$ cat src/rtl/bdt_cfg.svh
`ifndef BDT_CFG_SVH
`define BDT_CFG_SVH

// Buffer clock rate; every interval below is a whole number of its periods.
`define BDT_CLK_MHZ          125
`define BDT_ADDR_W           11
`define BDT_DATA_W           16
`define BDT_CNT_W            3

`define BDT_CAS_TO_RAS_CYC   5
`define BDT_CAS_HOLD_CYC     4
`define BDT_RAS_HOLD_CYC     1
`define BDT_WE_SETUP_CYC     1
`define BDT_WE_HOLD_CYC      3
`define BDT_WE_WIDTH_CYC     4
`define BDT_REF_LOW_CYC      5
`define BDT_REF_RECOV_CYC    4
`define BDT_REF_ROW_HOLD_CYC 4

// Programmable widths are base + selector value.
`define BDT_RCD_BASE         2
`define BDT_COL_HIGH_BASE    1
`define BDT_COL_LOW_BASE     2

`endif

$ cat src/rtl/bdt_pkg.sv
`include "bdt_cfg.svh"
`default_nettype none

package bdt_pkg;

   typedef enum logic [2:0] {
      ST_IDLE,
      ST_ROW_SETUP,
      ST_RCD,
      ST_CAS_LOW,
      ST_PAGE_WAIT,
      ST_CAS_HIGH,
      ST_RAS_HOLD,
      ST_REF_LOW
   } bdt_state_t;

   // One request word; in page mode only col, wdata and last are used.
   typedef struct packed {
      logic                   refresh;
      logic                   write;
      logic                   last;
      logic [`BDT_ADDR_W-1:0] row;
      logic [`BDT_ADDR_W-1:0] col;
      logic [`BDT_DATA_W-1:0] wdata;
   } bdt_req_t;

   typedef struct packed {
      logic       row_to_col_delay_sel;
      logic       col_high_width_sel;
      logic [1:0] col_low_width_sel;
   } bdt_speed_t;

endpackage : bdt_pkg

`default_nettype wire

$ cat src/rtl/bdt_cycle_timer.sv
// Behaviour
// - After the column strobe rises, the row strobe falls again no sooner than 5 periods later.
// - The column strobe stays low until at least 4 periods after the row strobe fell.
// - Between page accesses the column strobe is high at least 1 period, or 2 when selected.
// - The column strobe low pulse lasts 2 to 5 periods per the two-bit column-low select.
// - The row strobe stays low at least 1 period after the column strobe rises.
// - On a write, write enable goes low at least 1 period before the column strobe falls.
// - Write enable stays low 3 periods after the column strobe falls and at least 4 in total.
// - The row address is set up 1 period before the row strobe falls and held 1 period after.
// - The column address is set up 1 period before the column fall and held 2 periods after.
// - Write data is set up 1 period before the column fall and held 2 periods after.
// - A refresh holds the row strobe low 5 periods, then high 4 before the next fall.
// - During refresh the row address stays valid 4 periods after the row strobe falls.
`include "bdt_cfg.svh"
`default_nettype none

module bdt_cycle_timer #(
   parameter int ADDR_W = `BDT_ADDR_W,
   parameter int DATA_W = `BDT_DATA_W
) (
   input  wire logic               CLK_I,
   input  wire logic               RESET_I,
   input  wire logic               REQ_VALID_I,
   input  wire bdt_pkg::bdt_req_t  REQ_I,
   input  wire bdt_pkg::bdt_speed_t SPEED_I,
   input  wire logic [DATA_W-1:0]  RD_DATA_I,
   output logic                    REQ_TAKEN_O,
   output logic                    ROW_STROBE_N_O,
   output logic                    COLUMN_STROBE_N_O,
   output logic                    MEM_WRITE_ENABLE_N_O,
   output logic [ADDR_W-1:0]       MEM_ADDR_O,
   output logic [DATA_W-1:0]       MEM_DATA_O,
   output logic                    MEM_DATA_OE_N_O,
   output logic [DATA_W-1:0]       RD_DATA_O,
   output logic                    RD_VALID_O
);

   localparam int CW = `BDT_CNT_W;

   // The request struct fixes the widths, so the parameters may only restate them.
   if (ADDR_W != `BDT_ADDR_W || DATA_W != `BDT_DATA_W) begin : g_bad_width
      $error("bdt_cycle_timer: ADDR_W and DATA_W must match the request struct");
   end

   bdt_pkg::bdt_state_t state_r;
   bdt_pkg::bdt_req_t   req_r;
   logic [CW-1:0]       cnt_r;
   logic [CW-1:0]       recov_r;
   logic [CW-1:0]       wcnt_r;
   logic [CW-1:0]       a_cyc;
   logic [CW-1:0]       b_cyc;
   logic [CW-1:0]       c_cyc;
   logic                take;
   logic                ras_fall;
   logic                col_load;
   logic                cas_fall;
   logic                cas_rise;
   logic                row_end;
   logic                ref_end;

   assign a_cyc = CW'(`BDT_RCD_BASE) + CW'(SPEED_I.row_to_col_delay_sel);
   assign b_cyc = CW'(`BDT_COL_HIGH_BASE) + CW'(SPEED_I.col_high_width_sel);
   assign c_cyc = CW'(`BDT_COL_LOW_BASE) + CW'(SPEED_I.col_low_width_sel);

   assign take     = REQ_VALID_I &&
                     (state_r == bdt_pkg::ST_IDLE || state_r == bdt_pkg::ST_PAGE_WAIT);
   assign ras_fall = (state_r == bdt_pkg::ST_ROW_SETUP) && (recov_r == '0);
   // The column goes out one period after the row strobe falls, so the row stays held.
   assign col_load = (state_r == bdt_pkg::ST_RCD && cnt_r == CW'(1)) ||
                     (state_r == bdt_pkg::ST_PAGE_WAIT && REQ_VALID_I);
   assign cas_fall = (state_r == bdt_pkg::ST_RCD && cnt_r == a_cyc) ||
                     (state_r == bdt_pkg::ST_CAS_HIGH && cnt_r >= b_cyc);
   assign cas_rise = (state_r == bdt_pkg::ST_CAS_LOW) && (cnt_r == c_cyc);
   assign row_end  = (state_r == bdt_pkg::ST_RAS_HOLD) &&
                     (!req_r.write || wcnt_r == CW'(`BDT_WE_HOLD_CYC));
   assign ref_end  = (state_r == bdt_pkg::ST_REF_LOW) &&
                     (cnt_r == CW'(`BDT_REF_LOW_CYC));

   always_ff @(posedge CLK_I or posedge RESET_I) begin
      if (RESET_I) begin
         state_r <= bdt_pkg::ST_IDLE;
      end else begin
         unique case (state_r)
            bdt_pkg::ST_IDLE: begin
               if (REQ_VALID_I) state_r <= bdt_pkg::ST_ROW_SETUP;
            end
            bdt_pkg::ST_ROW_SETUP: begin
               if (ras_fall) state_r <= req_r.refresh ? bdt_pkg::ST_REF_LOW : bdt_pkg::ST_RCD;
            end
            bdt_pkg::ST_RCD: begin
               if (cas_fall) state_r <= bdt_pkg::ST_CAS_LOW;
            end
            bdt_pkg::ST_CAS_LOW: begin
               if (cas_rise) begin
                  state_r <= req_r.last ? bdt_pkg::ST_RAS_HOLD : bdt_pkg::ST_PAGE_WAIT;
               end
            end
            bdt_pkg::ST_PAGE_WAIT: begin
               if (REQ_VALID_I) state_r <= bdt_pkg::ST_CAS_HIGH;
            end
            bdt_pkg::ST_CAS_HIGH: begin
               if (cas_fall) state_r <= bdt_pkg::ST_CAS_LOW;
            end
            bdt_pkg::ST_RAS_HOLD: begin
               if (row_end) state_r <= bdt_pkg::ST_IDLE;
            end
            bdt_pkg::ST_REF_LOW: begin
               if (ref_end) state_r <= bdt_pkg::ST_IDLE;
            end
         endcase
      end
   end

   // Cycles spent since the last row fall or column edge; saturates rather than wraps.
   always_ff @(posedge CLK_I or posedge RESET_I) begin
      if (RESET_I) begin
         cnt_r <= '0;
      end else if (ras_fall || cas_fall || cas_rise) begin
         cnt_r <= CW'(1);
      end else if (cnt_r != '1) begin
         cnt_r <= cnt_r + CW'(1);
      end
   end

   // Precharge guard, loaded one short because the row fall is itself registered.
   always_ff @(posedge CLK_I or posedge RESET_I) begin
      if (RESET_I) begin
         recov_r <= '0;
      end else if (cas_rise) begin
         recov_r <= CW'(`BDT_CAS_TO_RAS_CYC - 1);
      end else if (ref_end) begin
         recov_r <= CW'(`BDT_REF_RECOV_CYC - 1);
      end else if (recov_r != '0) begin
         recov_r <= recov_r - CW'(1);
      end
   end

   always_ff @(posedge CLK_I or posedge RESET_I) begin
      if (RESET_I) begin
         wcnt_r <= '0;
      end else if (cas_fall) begin
         wcnt_r <= CW'(1);
      end else if (wcnt_r < CW'(`BDT_WE_HOLD_CYC)) begin
         wcnt_r <= wcnt_r + CW'(1);
      end
   end

   // Row-level flags stay from the opening request; page words bring only column data.
   always_ff @(posedge CLK_I or posedge RESET_I) begin
      if (RESET_I) begin
         req_r       <= '0;
         REQ_TAKEN_O <= 1'b0;
      end else begin
         REQ_TAKEN_O <= take;
         if (take && state_r == bdt_pkg::ST_IDLE) begin
            req_r <= REQ_I;
         end else if (take) begin
            req_r.col   <= REQ_I.col;
            req_r.wdata <= REQ_I.wdata;
            req_r.last  <= REQ_I.last;
         end
      end
   end

   always_ff @(posedge CLK_I or posedge RESET_I) begin
      if (RESET_I) begin
         ROW_STROBE_N_O    <= 1'b1;
         COLUMN_STROBE_N_O <= 1'b1;
      end else begin
         if (ras_fall) ROW_STROBE_N_O <= 1'b0;
         else if (row_end || ref_end) ROW_STROBE_N_O <= 1'b1;
         if (cas_fall) COLUMN_STROBE_N_O <= 1'b0;
         else if (cas_rise) COLUMN_STROBE_N_O <= 1'b1;
      end
   end

   // Address and write data change only at a row open or a column load, which keeps
   // them steady through each strobe's setup and hold windows.
   always_ff @(posedge CLK_I or posedge RESET_I) begin
      if (RESET_I) begin
         MEM_ADDR_O <= '0;
         MEM_DATA_O <= '0;
      end else if (take && state_r == bdt_pkg::ST_IDLE) begin
         MEM_ADDR_O <= REQ_I.row;
      end else if (col_load) begin
         MEM_ADDR_O <= (state_r == bdt_pkg::ST_PAGE_WAIT) ? REQ_I.col : req_r.col;
         MEM_DATA_O <= (state_r == bdt_pkg::ST_PAGE_WAIT) ? REQ_I.wdata : req_r.wdata;
      end
   end

   // Write enable and the data drive open with the first column and close at row end,
   // so a page write keeps them low across every column.
   always_ff @(posedge CLK_I or posedge RESET_I) begin
      if (RESET_I) begin
         MEM_WRITE_ENABLE_N_O <= 1'b1;
         MEM_DATA_OE_N_O      <= 1'b1;
      end else if (col_load && req_r.write) begin
         MEM_WRITE_ENABLE_N_O <= 1'b0;
         MEM_DATA_OE_N_O      <= 1'b0;
      end else if (row_end) begin
         MEM_WRITE_ENABLE_N_O <= 1'b1;
         MEM_DATA_OE_N_O      <= 1'b1;
      end
   end

   always_ff @(posedge CLK_I or posedge RESET_I) begin
      if (RESET_I) begin
         RD_DATA_O  <= '0;
         RD_VALID_O <= 1'b0;
      end else begin
         RD_VALID_O <= cas_rise && !req_r.write;
         if (cas_rise && !req_r.write) RD_DATA_O <= RD_DATA_I;
      end
   end

   // Helper counters for the checks below: periods each strobe has stayed at its level, and write enable has stayed low.
   logic [3:0] ras_lo_q, ras_hi_q, cas_lo_q, cas_hi_q, we_lo_q;

   function automatic logic [3:0] sat_inc(input logic [3:0] v);
      return (v == 4'hf) ? v : v + 4'h1;
   endfunction : sat_inc

   always_ff @(posedge CLK_I or posedge RESET_I) begin
      if (RESET_I) begin
         ras_lo_q <= 4'h0;
         ras_hi_q <= 4'hf;
         cas_lo_q <= 4'h0;
         cas_hi_q <= 4'hf;
         we_lo_q  <= 4'h0;
      end else begin
         ras_lo_q <= ROW_STROBE_N_O ? 4'h0 : sat_inc(ras_lo_q);
         ras_hi_q <= ROW_STROBE_N_O ? sat_inc(ras_hi_q) : 4'h0;
         cas_lo_q <= COLUMN_STROBE_N_O ? 4'h0 : sat_inc(cas_lo_q);
         cas_hi_q <= COLUMN_STROBE_N_O ? sat_inc(cas_hi_q) : 4'h0;
         we_lo_q  <= MEM_WRITE_ENABLE_N_O ? 4'h0 : sat_inc(we_lo_q);
      end
   end
endmodule : bdt_cycle_timer

`default_nettype wire

$ cat config.mk
export PLATFORM = sky130hd
export DESIGN_NAME = bdt_cycle_timer
export DESIGN_NICKNAME = d
export VERILOG_FILES = /design/src/rtl/bdt_pkg.sv /design/src/rtl/bdt_cycle_timer.sv
export VERILOG_INCLUDE_DIRS = /design/src /design/src/rtl
export SDC_FILE = /design/constraint.sdc
export NUM_CORES = 1
export LEC_CHECK = 0
export BUFFER_PORTS_ARGS = -buffer_cell sky130_fd_sc_hd__buf_2
export CAP_MARGIN = 10
export CELL_PAD_IN_SITES_DETAIL_PLACEMENT = 0
export CELL_PAD_IN_SITES_GLOBAL_PLACEMENT = 1
export CORE_ASPECT_RATIO = 1.75
export CORE_MARGIN = 4
export CORE_UTILIZATION = 44
export DETAILED_ROUTE_END_ITERATION = 8
export PLACE_DENSITY_LB_ADDON = 0.05
export SYNTH_ARGS = -nofsm -noshare
export SYNTH_HDL_FRONTEND = slang
export SYNTH_SLANG_ARGS = --single-unit
export TNS_END_PERCENT = 10
$ cat constraint.sdc
create_clock -name CLK_I -period 6.2 [get_ports CLK_I]
set_clock_uncertainty 0.2 [all_clocks]
set_input_delay 0.93 -clock CLK_I [delete_from_list [all_inputs] [get_ports CLK_I]]
set_output_delay 0.93 -clock CLK_I [all_outputs]
set_load 0.005 [all_outputs]
=== After elaboration in Yosys (flattened, before gate mapping) ===
Cells that the tools add are included.

* Magnitude comparators: 2
* Reduce and logical (&&, ||, !) cells: 34
* Bitwise logic cells: 1
* Equal/unequal tests: 20
* Multiplexer cells: 31
* Add/sub/neg operators: 6

{| class="wikitable"
|+ Operator list
! cell !! count
|-
| $mux W27 || 2
|-
| $mux W3 || 15
|-
| $mux W11 || 3
|-
| $pmux W3 S7 || 1
|-
| $mux W16 || 1
|-
| $eq A3 B3 Y1 const B || 5
|-
| $reduce_bool A2 Y1 || 7
|-
| $logic_and A1 B1 Y1 || 12
|-
| $ne A2 B2 Y1 const B || 6
|-
| $eq A3 B2 Y1 const B || 3
|-
| $mux W1 || 8
|-
| $logic_or A1 B1 Y1 || 7
|-
| $reduce_and A7 Y1 || 1
|-
| $add A3 B1 Y3 const B || 2
|-
| $eq A3 B1 Y1 const B || 2
|-
| $eq A3 B3 Y1 || 2
|-
| $logic_not A3 Y1 || 2
|-
| $reduce_bool A3 Y1 || 2
|-
| $add A2 B1 Y3 const A || 1
|-
| $add A2 B2 Y3 const A || 1
|-
| $ge A3 B2 Y1 || 1
|-
| $lt A3 B2 Y1 const B || 1
|-
| $ne A3 B3 Y1 const B || 1
|-
| $sub A3 B1 Y3 const B || 1
|-
| other kinds (7) || 7
|}

* Logic and storage cells: 111
* Bits of input ports: 64
* Bits in registers: 90
* Output and inout port bits: 49

=== Longest topological paths before layout ===
Gate-level depths: netlist of the first run.

* Depth after elaboration: 7
* Depth in mapped cells: 7
* Gate-level depth less buffers: 6

=== Worst setup path before layout of the first run ===
No wires, ideal clock.

* Kind: input -> register
* From: input SPEED_I[2] in the netlist's numbering
* To: register cnt_r[0]
* Setup slack: 3556 ps
* Library setup time: 131 ps
* Stages on the path: 6
* Buffers on the path: 0
* Required time: 5869 ps
* Arrival time: 2313 ps
* Path through: inv_1 -> ha_1 -> nand2b_1 -> a211oi_1 -> o32ai_1 -> or3_1

* Word-level cells in the longest chain between the ends: 7
* Elaborated cells on any way between the ends: 8
* Those cells by class: add/sub: 1; order compare: 1; mux: 1; reduce/logical: 5

{| class="wikitable"
|+ Ends and longest elaborated chain
! what !! line !! RTL
|-
| start, declared || bdt_cycle_timer.sv:25 || <nowiki>input wire bdt_pkg::bdt_speed_t SPEED_I,</nowiki>
|-
| $add A1 B1 Y2 * || bdt_cycle_timer.sv:62 || <nowiki>assign b_cyc = CW'(`BDT_COL_HIGH_BASE) + CW'(SPEED_I.col_high_width_sel);</nowiki>
|-
| $ge A3 B2 Y1 * || bdt_cycle_timer.sv:72 || <nowiki>(state_r == bdt_pkg::ST_CAS_HIGH && cnt_r >= b_cyc);</nowiki>
|-
| $logic_and A1 B1 Y1 * || bdt_cycle_timer.sv:72 ||
|-
| $logic_or A1 B1 Y1 * || bdt_cycle_timer.sv:71 || <nowiki>assign cas_fall = (state_r == bdt_pkg::ST_RCD && cnt_r == a_cyc) ||</nowiki>
|-
| $logic_or A1 B1 Y1 * (2 in a row) || bdt_cycle_timer.sv:118 || <nowiki>end else if (ras_fall || cas_fall || cas_rise) begin</nowiki>
|-
| $mux W3 / $reduce_bool A2 Y1 (equally long branches) || n/a ||
|-
| end signal, assigned || bdt_cycle_timer.sv:121 || <nowiki>cnt_r <= cnt_r + CW'(1);</nowiki>
|-
| end, declared || bdt_cycle_timer.sv:47 || <nowiki>logic [CW-1:0] cnt_r;</nowiki>
|}

Mark *: on every way between the ends. The rest lies on a longest branch, timed or not.
A chain may end at the register's enable or synchronous reset.

=== Worst setup path after layout of the first run ===
* From: input SPEED_I[1] in the netlist's numbering
* To: register RD_DATA_O[11]

* Word-level cells in the longest chain between the ends: 4

{| class="wikitable"
|+ Ends and longest elaborated chain
! what !! line !! RTL
|-
| $add A2 B2 Y3 || bdt_cycle_timer.sv:63 || <nowiki>assign c_cyc = CW'(`BDT_COL_LOW_BASE) + CW'(SPEED_I.col_low_width_sel);</nowiki>
|-
| $eq A3 B3 Y1 || bdt_cycle_timer.sv:73 || <nowiki>assign cas_rise = (state_r == bdt_pkg::ST_CAS_LOW) && (cnt_r == c_cyc);</nowiki>
|-
| $logic_and A1 B1 Y1 || bdt_cycle_timer.sv:73 ||
|-
| $logic_and A1 B1 Y1 || bdt_cycle_timer.sv:212 || <nowiki>if (cas_rise && !req_r.write) RD_DATA_O <= RD_DATA_I;</nowiki>
|-
| end signal, assigned || bdt_cycle_timer.sv:208 || <nowiki>RD_DATA_O <= '0;</nowiki>
|-
| end signal, assigned || bdt_cycle_timer.sv:212 ||
|-
| end, declared || bdt_cycle_timer.sv:34 || <nowiki>output logic [DATA_W-1:0] RD_DATA_O,</nowiki>
|}

Every way passes these cells.

==> summary.txt, run 1 <==
Status
  • Status: finished clean

Final layout
  • P&R area growth vs syn: 24.29%
  • Commonest cells after routing, fill and taps aside: 112 x buf_2, 87 x dfrtp_1, 39 x mux2_2
  • Leading cell type in the layout, fill and taps excluded: buf_2
  • Layout cells sized above 1: 41.79%
  • Fin nets: 525
  • N_diodes: 0
  • Fin util: 55.97%

Clock network
  • Clk Latency, worst-skew pair: 0.33 ns
  • TritonCTS clock tree: done
  • CTS resizes: 0
  • # hold bufs at CTS: 0
  • Root Driver: clkbuf_16
  • H-tree lvl count: 3
  • Worst-path clk slew: 0.06 ns
  • CTS Buffer Depth: 2
  • Setup Buffers After CTS: 0
  • # clock sinks: 90
  • Cts bufs inserted: 9

Drt
  • First-pass iteration count of the detailed router: 4
  • Drc violations: 0
  • WL/cell: 16.05 um
  • Routed Antenna Nets: 0
  • Post-Route WL: 9263 um
  • Via density: 5.218
  • Via count: 3011
  • Starting DRT DRC Count: 111

Worst setup path
  • Worst Path Required: 6.22 ns
  • Worst R2R Setup Slack: 3.50 ns
  • CP max FO: 17
  • CP endpoint kind: flop
  • Setup Crit Path Kind: in -> reg
  • R2R Path Start: cnt_r[2]
  • Reg2Reg Capture Point: RD_DATA_O[11]
  • Arrival @ worst endpoint: 2.84 ns
  • FF-to-FF path depth: 4
  • CP Launch Point: SPEED_I[1]
  • CP startpoint kind: primary input

Yosys
  • Synthesized-area fraction occupied by adder cells: 2.750%
  • Share of flip-flops with an asynchronous set or reset: 100.0%
  • Top_reg_cell synth: dfrtp_1
  • Compound-Gate Fraction of Synth Area: 10.11%
  • Average size of a mapped cell: 11.90 um2
  • EDFF count, synth: 0
  • Yosys synthesis warning count: 0
  • Dominant combinational cell family by area after synthesis: multiplexers
  • Fraction of synthesized cell area in xor and xnor cells: 0.8555%
  • Mux share of post-synthesis cell area: 18.42%
  • Cell count after synthesis: 344
  • Cell area after synthesis: 0.004095 mm2
  • Synth Register Bits: 90
  • Netlist cell types: 39
  • Post-Syn Nets: 417
  • Sequential element share of the synthesized area: 55.09%
  • Post-Synth Simple-Gate Area: 9.410%

GRT
  • Pin count of the biggest net entering global routing: 81
  • GRT Util Overall: 18.20%
  • Grt ovf: 0
  • Vias in the first global route: 3208
  • First-pass GRT wire length: 15280 um
  • Antenna violations before repair: 0

Floorplanning
  • Core Rows: 46
  • Core box area: 0.009094 mm2
  • Die H: 135.6 um
  • Initial Util: 45.03%
  • Die Footprint: 0.01098 mm2
  • Num ports: 113
  • Die width: 80.93 um

Timing
  • Max Slew Vio Count: 0
  • Post-layout min period: 2.827 ns
  • Setup violators final: 0
  • Worst-margin pin slew: 1.019 ns
  • Fin Setup TNS: 0 ns
  • RSZ-0062 raised after global routing: false
  • Final period utilization: 45.59%
  • Final Worst Setup Slack: 3.373 ns
  • Final number of hold-violating endpoints: 0
  • Fmax: 353.8 MHz
  • Slew HR: 32.09%

Pwr
  • Leakage: 2.326 nW
  • Pwr/cell area: 509.7 mW/mm2
  • Overall power: 2.594 mW
  • Peak supply drop: 0.2451 mV

Worst hold path
  • Min-delay worst type: in -> async

Place
  • I/O Buffers: 112
  • GPL Wtd Cong: 0.8848
  • DP Wirelength: 6553 um
  • Setup WS pre-CTS: 2.991 ns

Run
  • Max Cap Viol: 0
==> critical path, stage by stage <==
cell and delay [ns]:
buf_2 0.10, or3b_1 0.36, a21o_1 0.21, nor3_4 0.81
mux2_2 0.42
==> metal layers <==
metal	wire, um	global-route usage (%)	up-vias	share of wire [%]
met5	0	0	-	0
met2	4912	31.56	68	53
li1	-	-	1439	-
met3	422	4.194	22	4.6
met4	277	8.271	0	3.0
met1	3651	20.82	1482	39
==> flip-flops by register name (all words and copies together) (netlist names) <==
| signal | count |
|---|---|
| COLUMN_STROBE_N_O | 1 |
| MEM_ADDR_O | 11 |
| MEM_DATA_O | 16 |
| MEM_DATA_OE_N_O | 1 |
| RD_DATA_O | 16 |
| RD_VALID_O | 1 |
| REQ_TAKEN_O | 1 |
| ROW_STROBE_N_O | 1 |
| cnt_r | 3 |
| recov_r | 3 |
| req_r | 30 |
| state_r | 3 |
| wcnt_r | 3 |
==> power by group <==
part	total [mW]	internal [mW]	switching, mW	leakage (nW)
Combinational	0.913	0.500	0.413	1.10
Clock	0.590	0.375	0.215	0.163
Sequential	1.09	0.887	0.205	1.06
==> logic make-up (layout without fill, tap and decap cells) <==
family	after synthesis	in the layout
XOR/XNOR	4	4
adder cells (fa/ha/maj)	9	9
AO/OA/AOI/OAI	67	67
flip-flops	90	90
buffers and inverters	29	142
multiplexers	66	66
AND/OR/NAND/NOR	79	79
==> cell type report <==
type | count | area, um2
Timing Repair Buffer | 116 | 590.6
Multi-Input combinational cell | 225 | 1724
Clock buffer | 12 | 256.5
Tap cell | 120 | 150.1
Fill cell | 858 | 4004
Clock inverter | 4 | 73.82
Sequential cell | 90 | 2256
Inverter | 10 | 38.79
==> cell usage after synthesis (all sizes together) (2+ instances only) <==
cell     instances  share of area [%]
xnor2            3               0.64
mux2            48                 14
a211oi           2               0.37
buf              8                1.4
nand2           15                1.4
or2              2               0.31
inv             10               0.92
nor2            37                3.4
a21oi           29                3.5
mux2i           18                4.4
nor3b            3               0.55
a21o             2               0.37
ha               9                2.7
dfrtp           87                 53
clkbuf          11                1.0
o21ai            4               0.49
nor3             7                1.1
dfstp            3                1.9
nand3b           4               0.73
a22oi           11                2.0
a31oi           12                1.8
nand2b           5               0.76
a2bb2oi          3               0.64
==> worst max-delay path by stage <==
stage / end / slack, ns / depth (start not counted)
floorplan: MEM_ADDR_O[0] / 2.74 / 1
global placement: RD_DATA_O[14] / 3.03 / 5
detailed placement: RD_DATA_O[11] / 2.99 / 5
CTS: RD_DATA_O[11] / 3.34 / 5
global route: RD_DATA_O[11] / 3.27 / 5
finish: RD_DATA_O[11] / 3.37 / 5
==> stage by stage <==
step,instances,area (um2),hold WS [ns]
floorplan,344,4095,0.2716
global placement,561,4760,0.2884
detailed placement,561,4760,0.2869
CTS,577,5090,0.2788
global route,577,5090,0.2889
finish,577,5090,0.2832
(Power assumes the default switching activity.)
==> run 2: changes to the inputs <==
--- a/config.mk
+++ b/config.mk
@@ -12,7 +12,7 @@
 export CELL_PAD_IN_SITES_GLOBAL_PLACEMENT = 1
 export CORE_ASPECT_RATIO = 1.75
 export CORE_MARGIN = 4
-export CORE_UTILIZATION = 44
+export CORE_UTILIZATION = 37
 export DETAILED_ROUTE_END_ITERATION = 8
 export PLACE_DENSITY_LB_ADDON = 0.05
 export SYNTH_ARGS = -nofsm -noshare
==> constraint.sdc (replaced) <==
create_clock -name CLK_I -period 2.3 [get_ports CLK_I]
set_clock_uncertainty 0.2 [all_clocks]
set_input_delay 0.345 -clock CLK_I [delete_from_list [all_inputs] [get_ports CLK_I]]
set_output_delay 0.345 -clock CLK_I [all_outputs]
set_load 0.005 [all_outputs]
==> summary.txt, run 2 (synthesized netlist as in run 1, its figures left out) <==
Status
  • Status: finished clean

Timing
  • Max Slew Vio Count: 0 (unchanged)
  • Worst-margin pin slew: 0.7202 ns (-0.2984 ns)
  • Final period utilization: 91.69%
  • Slew HR: 51.84% (+20 points)
  • Post-layout min period: 2.109 ns
  • Fmax: 474.2 MHz
  • Fin Setup TNS: 0 ns (unchanged)
  • Final number of hold-violating endpoints: 0 (unchanged)
  • Setup violators final: 0 (unchanged)
  • RSZ-0062 raised after global routing: false
  • Final Worst Setup Slack: 0.1911 ns (-3.182 ns)

Final layout
  • Biggest register: req_r
  • Largest register FFs: 30 (unchanged)
  • Layout cells sized above 1: 44.70% (+2.9 points)
  • Leading cell type in the layout, fill and taps excluded: buf_2
  • FF/Latch Area: 0.002256 mm2 (unchanged)
  • Fin nets: 549 (+4.6%)
  • Biggest regs: req_r: 30 flops, MEM_DATA_O: 16 flops, RD_DATA_O: 16 flops
  • Fin util: 49.14% (-6.8 points)
  • P&R area growth vs syn: 29.12%
  • Multi-input gate area in the final layout: 0.001724 mm2 (unchanged)
  • Design Area, Final: 0.005288 mm2 (+3.9%)
  • FILL cells: 1041 (+21%)
  • N_diodes: 0 (unchanged)
  • Commonest cells after routing, fill and taps aside: 112 x buf_2, 87 x dfrtp_1, 39 x mux2_2

Drt
  • Via count: 3062 (+1.7%)
  • Drc violations: 0 (unchanged)
  • WL/cell: 16.47 um (+2.6%)
  • Via density: 5.011 (-4.0%)
  • Post-Route WL: 10070 um (+8.7%)
  • Starting DRT DRC Count: 88 (-21%)
  • First-pass iteration count of the detailed router: 4 (unchanged)
  • Routed Antenna Nets: 0 (unchanged)

Worst setup path
  • CP max FO: 10 (-7)
  • Reg2Reg Capture Point: RD_DATA_O[2]
  • CP startpoint kind: flop
  • FF-to-FF path depth: 5 (+1)
  • Setup Crit Path Kind: reg -> reg
  • Arrival @ worst endpoint: 2.13 ns (-0.71 ns)
  • Worst R2R Setup Slack: 0.19 ns (-3.31 ns)
  • CP endpoint kind: flop
  • R2R Path Start: cnt_r[1]
  • Worst Path Required: 2.32 ns (-3.90 ns)

GRT
  • GRT Util Overall: 16.69% (-1.5 points)
  • Pin count of the biggest net entering global routing: 34 (-58%)
  • Grt ovf: 0 (unchanged)
  • Antenna violations before repair: 0 (unchanged)
  • First-pass GRT wire length: 16620 um (+8.8%)
  • Vias in the first global route: 3312 (+3.2%)

Clock network
  • Setup Buffers After CTS: 0 (unchanged)
  • CTS Buffer Depth: 2 (unchanged)
  • CTS resizes: 0 (unchanged)
  • # clock sinks: 90 (unchanged)
  • Cts bufs inserted: 9 (unchanged)
  • Root Driver: clkbuf_16
  • Worst-path clk slew: 0.06 ns (about the same)
  • Clk Latency, worst-skew pair: 0.33 ns (about the same)
  • H-tree lvl count: 3 (unchanged)
  • TritonCTS clock tree: done

Run
  • Max Cap Viol: 0 (unchanged)

Floorplanning
  • Core box area: 0.01076 mm2 (+18%)
  • Initial Util: 38.06% (-7.0 points)
  • Die width: 87.53 um (+8.2%)
  • Core Rows: 50 (+8.7%)
  • Num ports: 113 (unchanged)
  • Die H: 147.2 um (+8.5%)
  • Die Footprint: 0.01288 mm2 (+17%)

Pwr
  • Int Pwr: 4.664 mW (+160%)
  • Sw Share: 33.37% (+1.3 points)
  • Clock network power share: 19.7% (-3.0 points)
  • Pwr/cell area: 1324 mW/mm2 (+160%)
  • Overall power: 7.000 mW (+170%)
  • Logic pwr share: 39.7% (+4.5 points)
  • Net Switching: 2.336 mW (+180%)
  • Leakage: 2.437 nW (+4.8%)
  • Register share of total power: 40.6% (-1.5 points)
  • Peak supply drop: 0.5607 mV (+130%)

Place
  • DP Wirelength: 7473 um (+14%)
  • GPL Wtd Cong: 0.7727 (-13%)
  • Setup WS pre-CTS: 0.1054 ns (-2.886 ns)
  • I/O Buffers: 112 (unchanged)
  • Area after DPL: 0.004997 mm2 (+5.0%)

Worst hold path
  • Hold endpoint: RD_DATA_O[3]
  • Hold Path Depth: 2
  • Worst hold start: RD_DATA_I[3]
  • Min-delay worst type: in -> reg
[run 2: cell count changes in the layout (fill, tap and decap cells not counted), sizes merged]
cell and change:
buf +23, bufinv -2, clkbuf -2, clkinv +2, clkinvlp +1, dlygate4sd3 +1, inv +1
[run 2: metal layers]
metal,routed length [um],GRT usage [%],vias to the layer above
met1,3853,18.91,1504
li1,-,-,1481
met2,5555,29.80,66
met4,172,5.760,0
met5,0,0,-
met3,484,3.984,11
[run 2: what timing repair did]
action,4_1_cts,5_1_grt
endpoints found under the hold margin,13,0
hold buffers,1,0
endpoints found under the setup margin,0,0
[run 2: layout make-up]
type | instances | share of cell area, %
timing repair buffer | 140 | 15.57
tap | 130 | 3.076
clock inverter | 6 | 0.7809
sequential | 90 | 42.66
clock buffer | 10 | 4.520
inverter | 10 | 0.7809
multi-input combinational | 225 | 32.61
[run 2: worst max path at each step]
stage,startpoint,to,cells after the start
after CTS,cnt_r[1],RD_DATA_O[2],5
after global routing,cnt_r[0],cnt_r[2],7
final,cnt_r[1],RD_DATA_O[2],5
after global placement,SPEED_I[2],cnt_r[1],8
after detailed placement,SPEED_I[2],cnt_r[2],8
after floorplan,cnt_r[2],RD_DATA_O[0],6
[run 2: critical path, stage by stage, from the launching register on]
cell and delay, ns:
dfrtp_1 0.41, or3b_1 0.39, a21o_1 0.22, nor3_4 0.21, buf_4 0.25, mux2_4 0.32
[run 2: power by group through the flow]
stage                     Combinational, mW  Sequential, mW  Clock (mW)
after floorplan                        1.75            2.84           0
after global placement                 2.78            2.85           0
after detailed placement               2.84            2.87           0
after CTS                              2.84            2.86        1.43
after global routing                   3.13            2.96        1.49
final                                  2.78            2.84        1.38
[run 2: per-stage QoR]
| stage | instances | hold slack [ns] |
|---|---|---|
| 6_report | 611 | 0.03540 |
| 5_1_grt | 611 | 0.02448 |
| 4_1_cts | 611 | 0.02175 |
| 3_5_place_dp | 594 | 0.2302 |
| 3_3_place_gp | 594 | 0.2206 |
| 2_1_floorplan | 344 | 0.2716 |
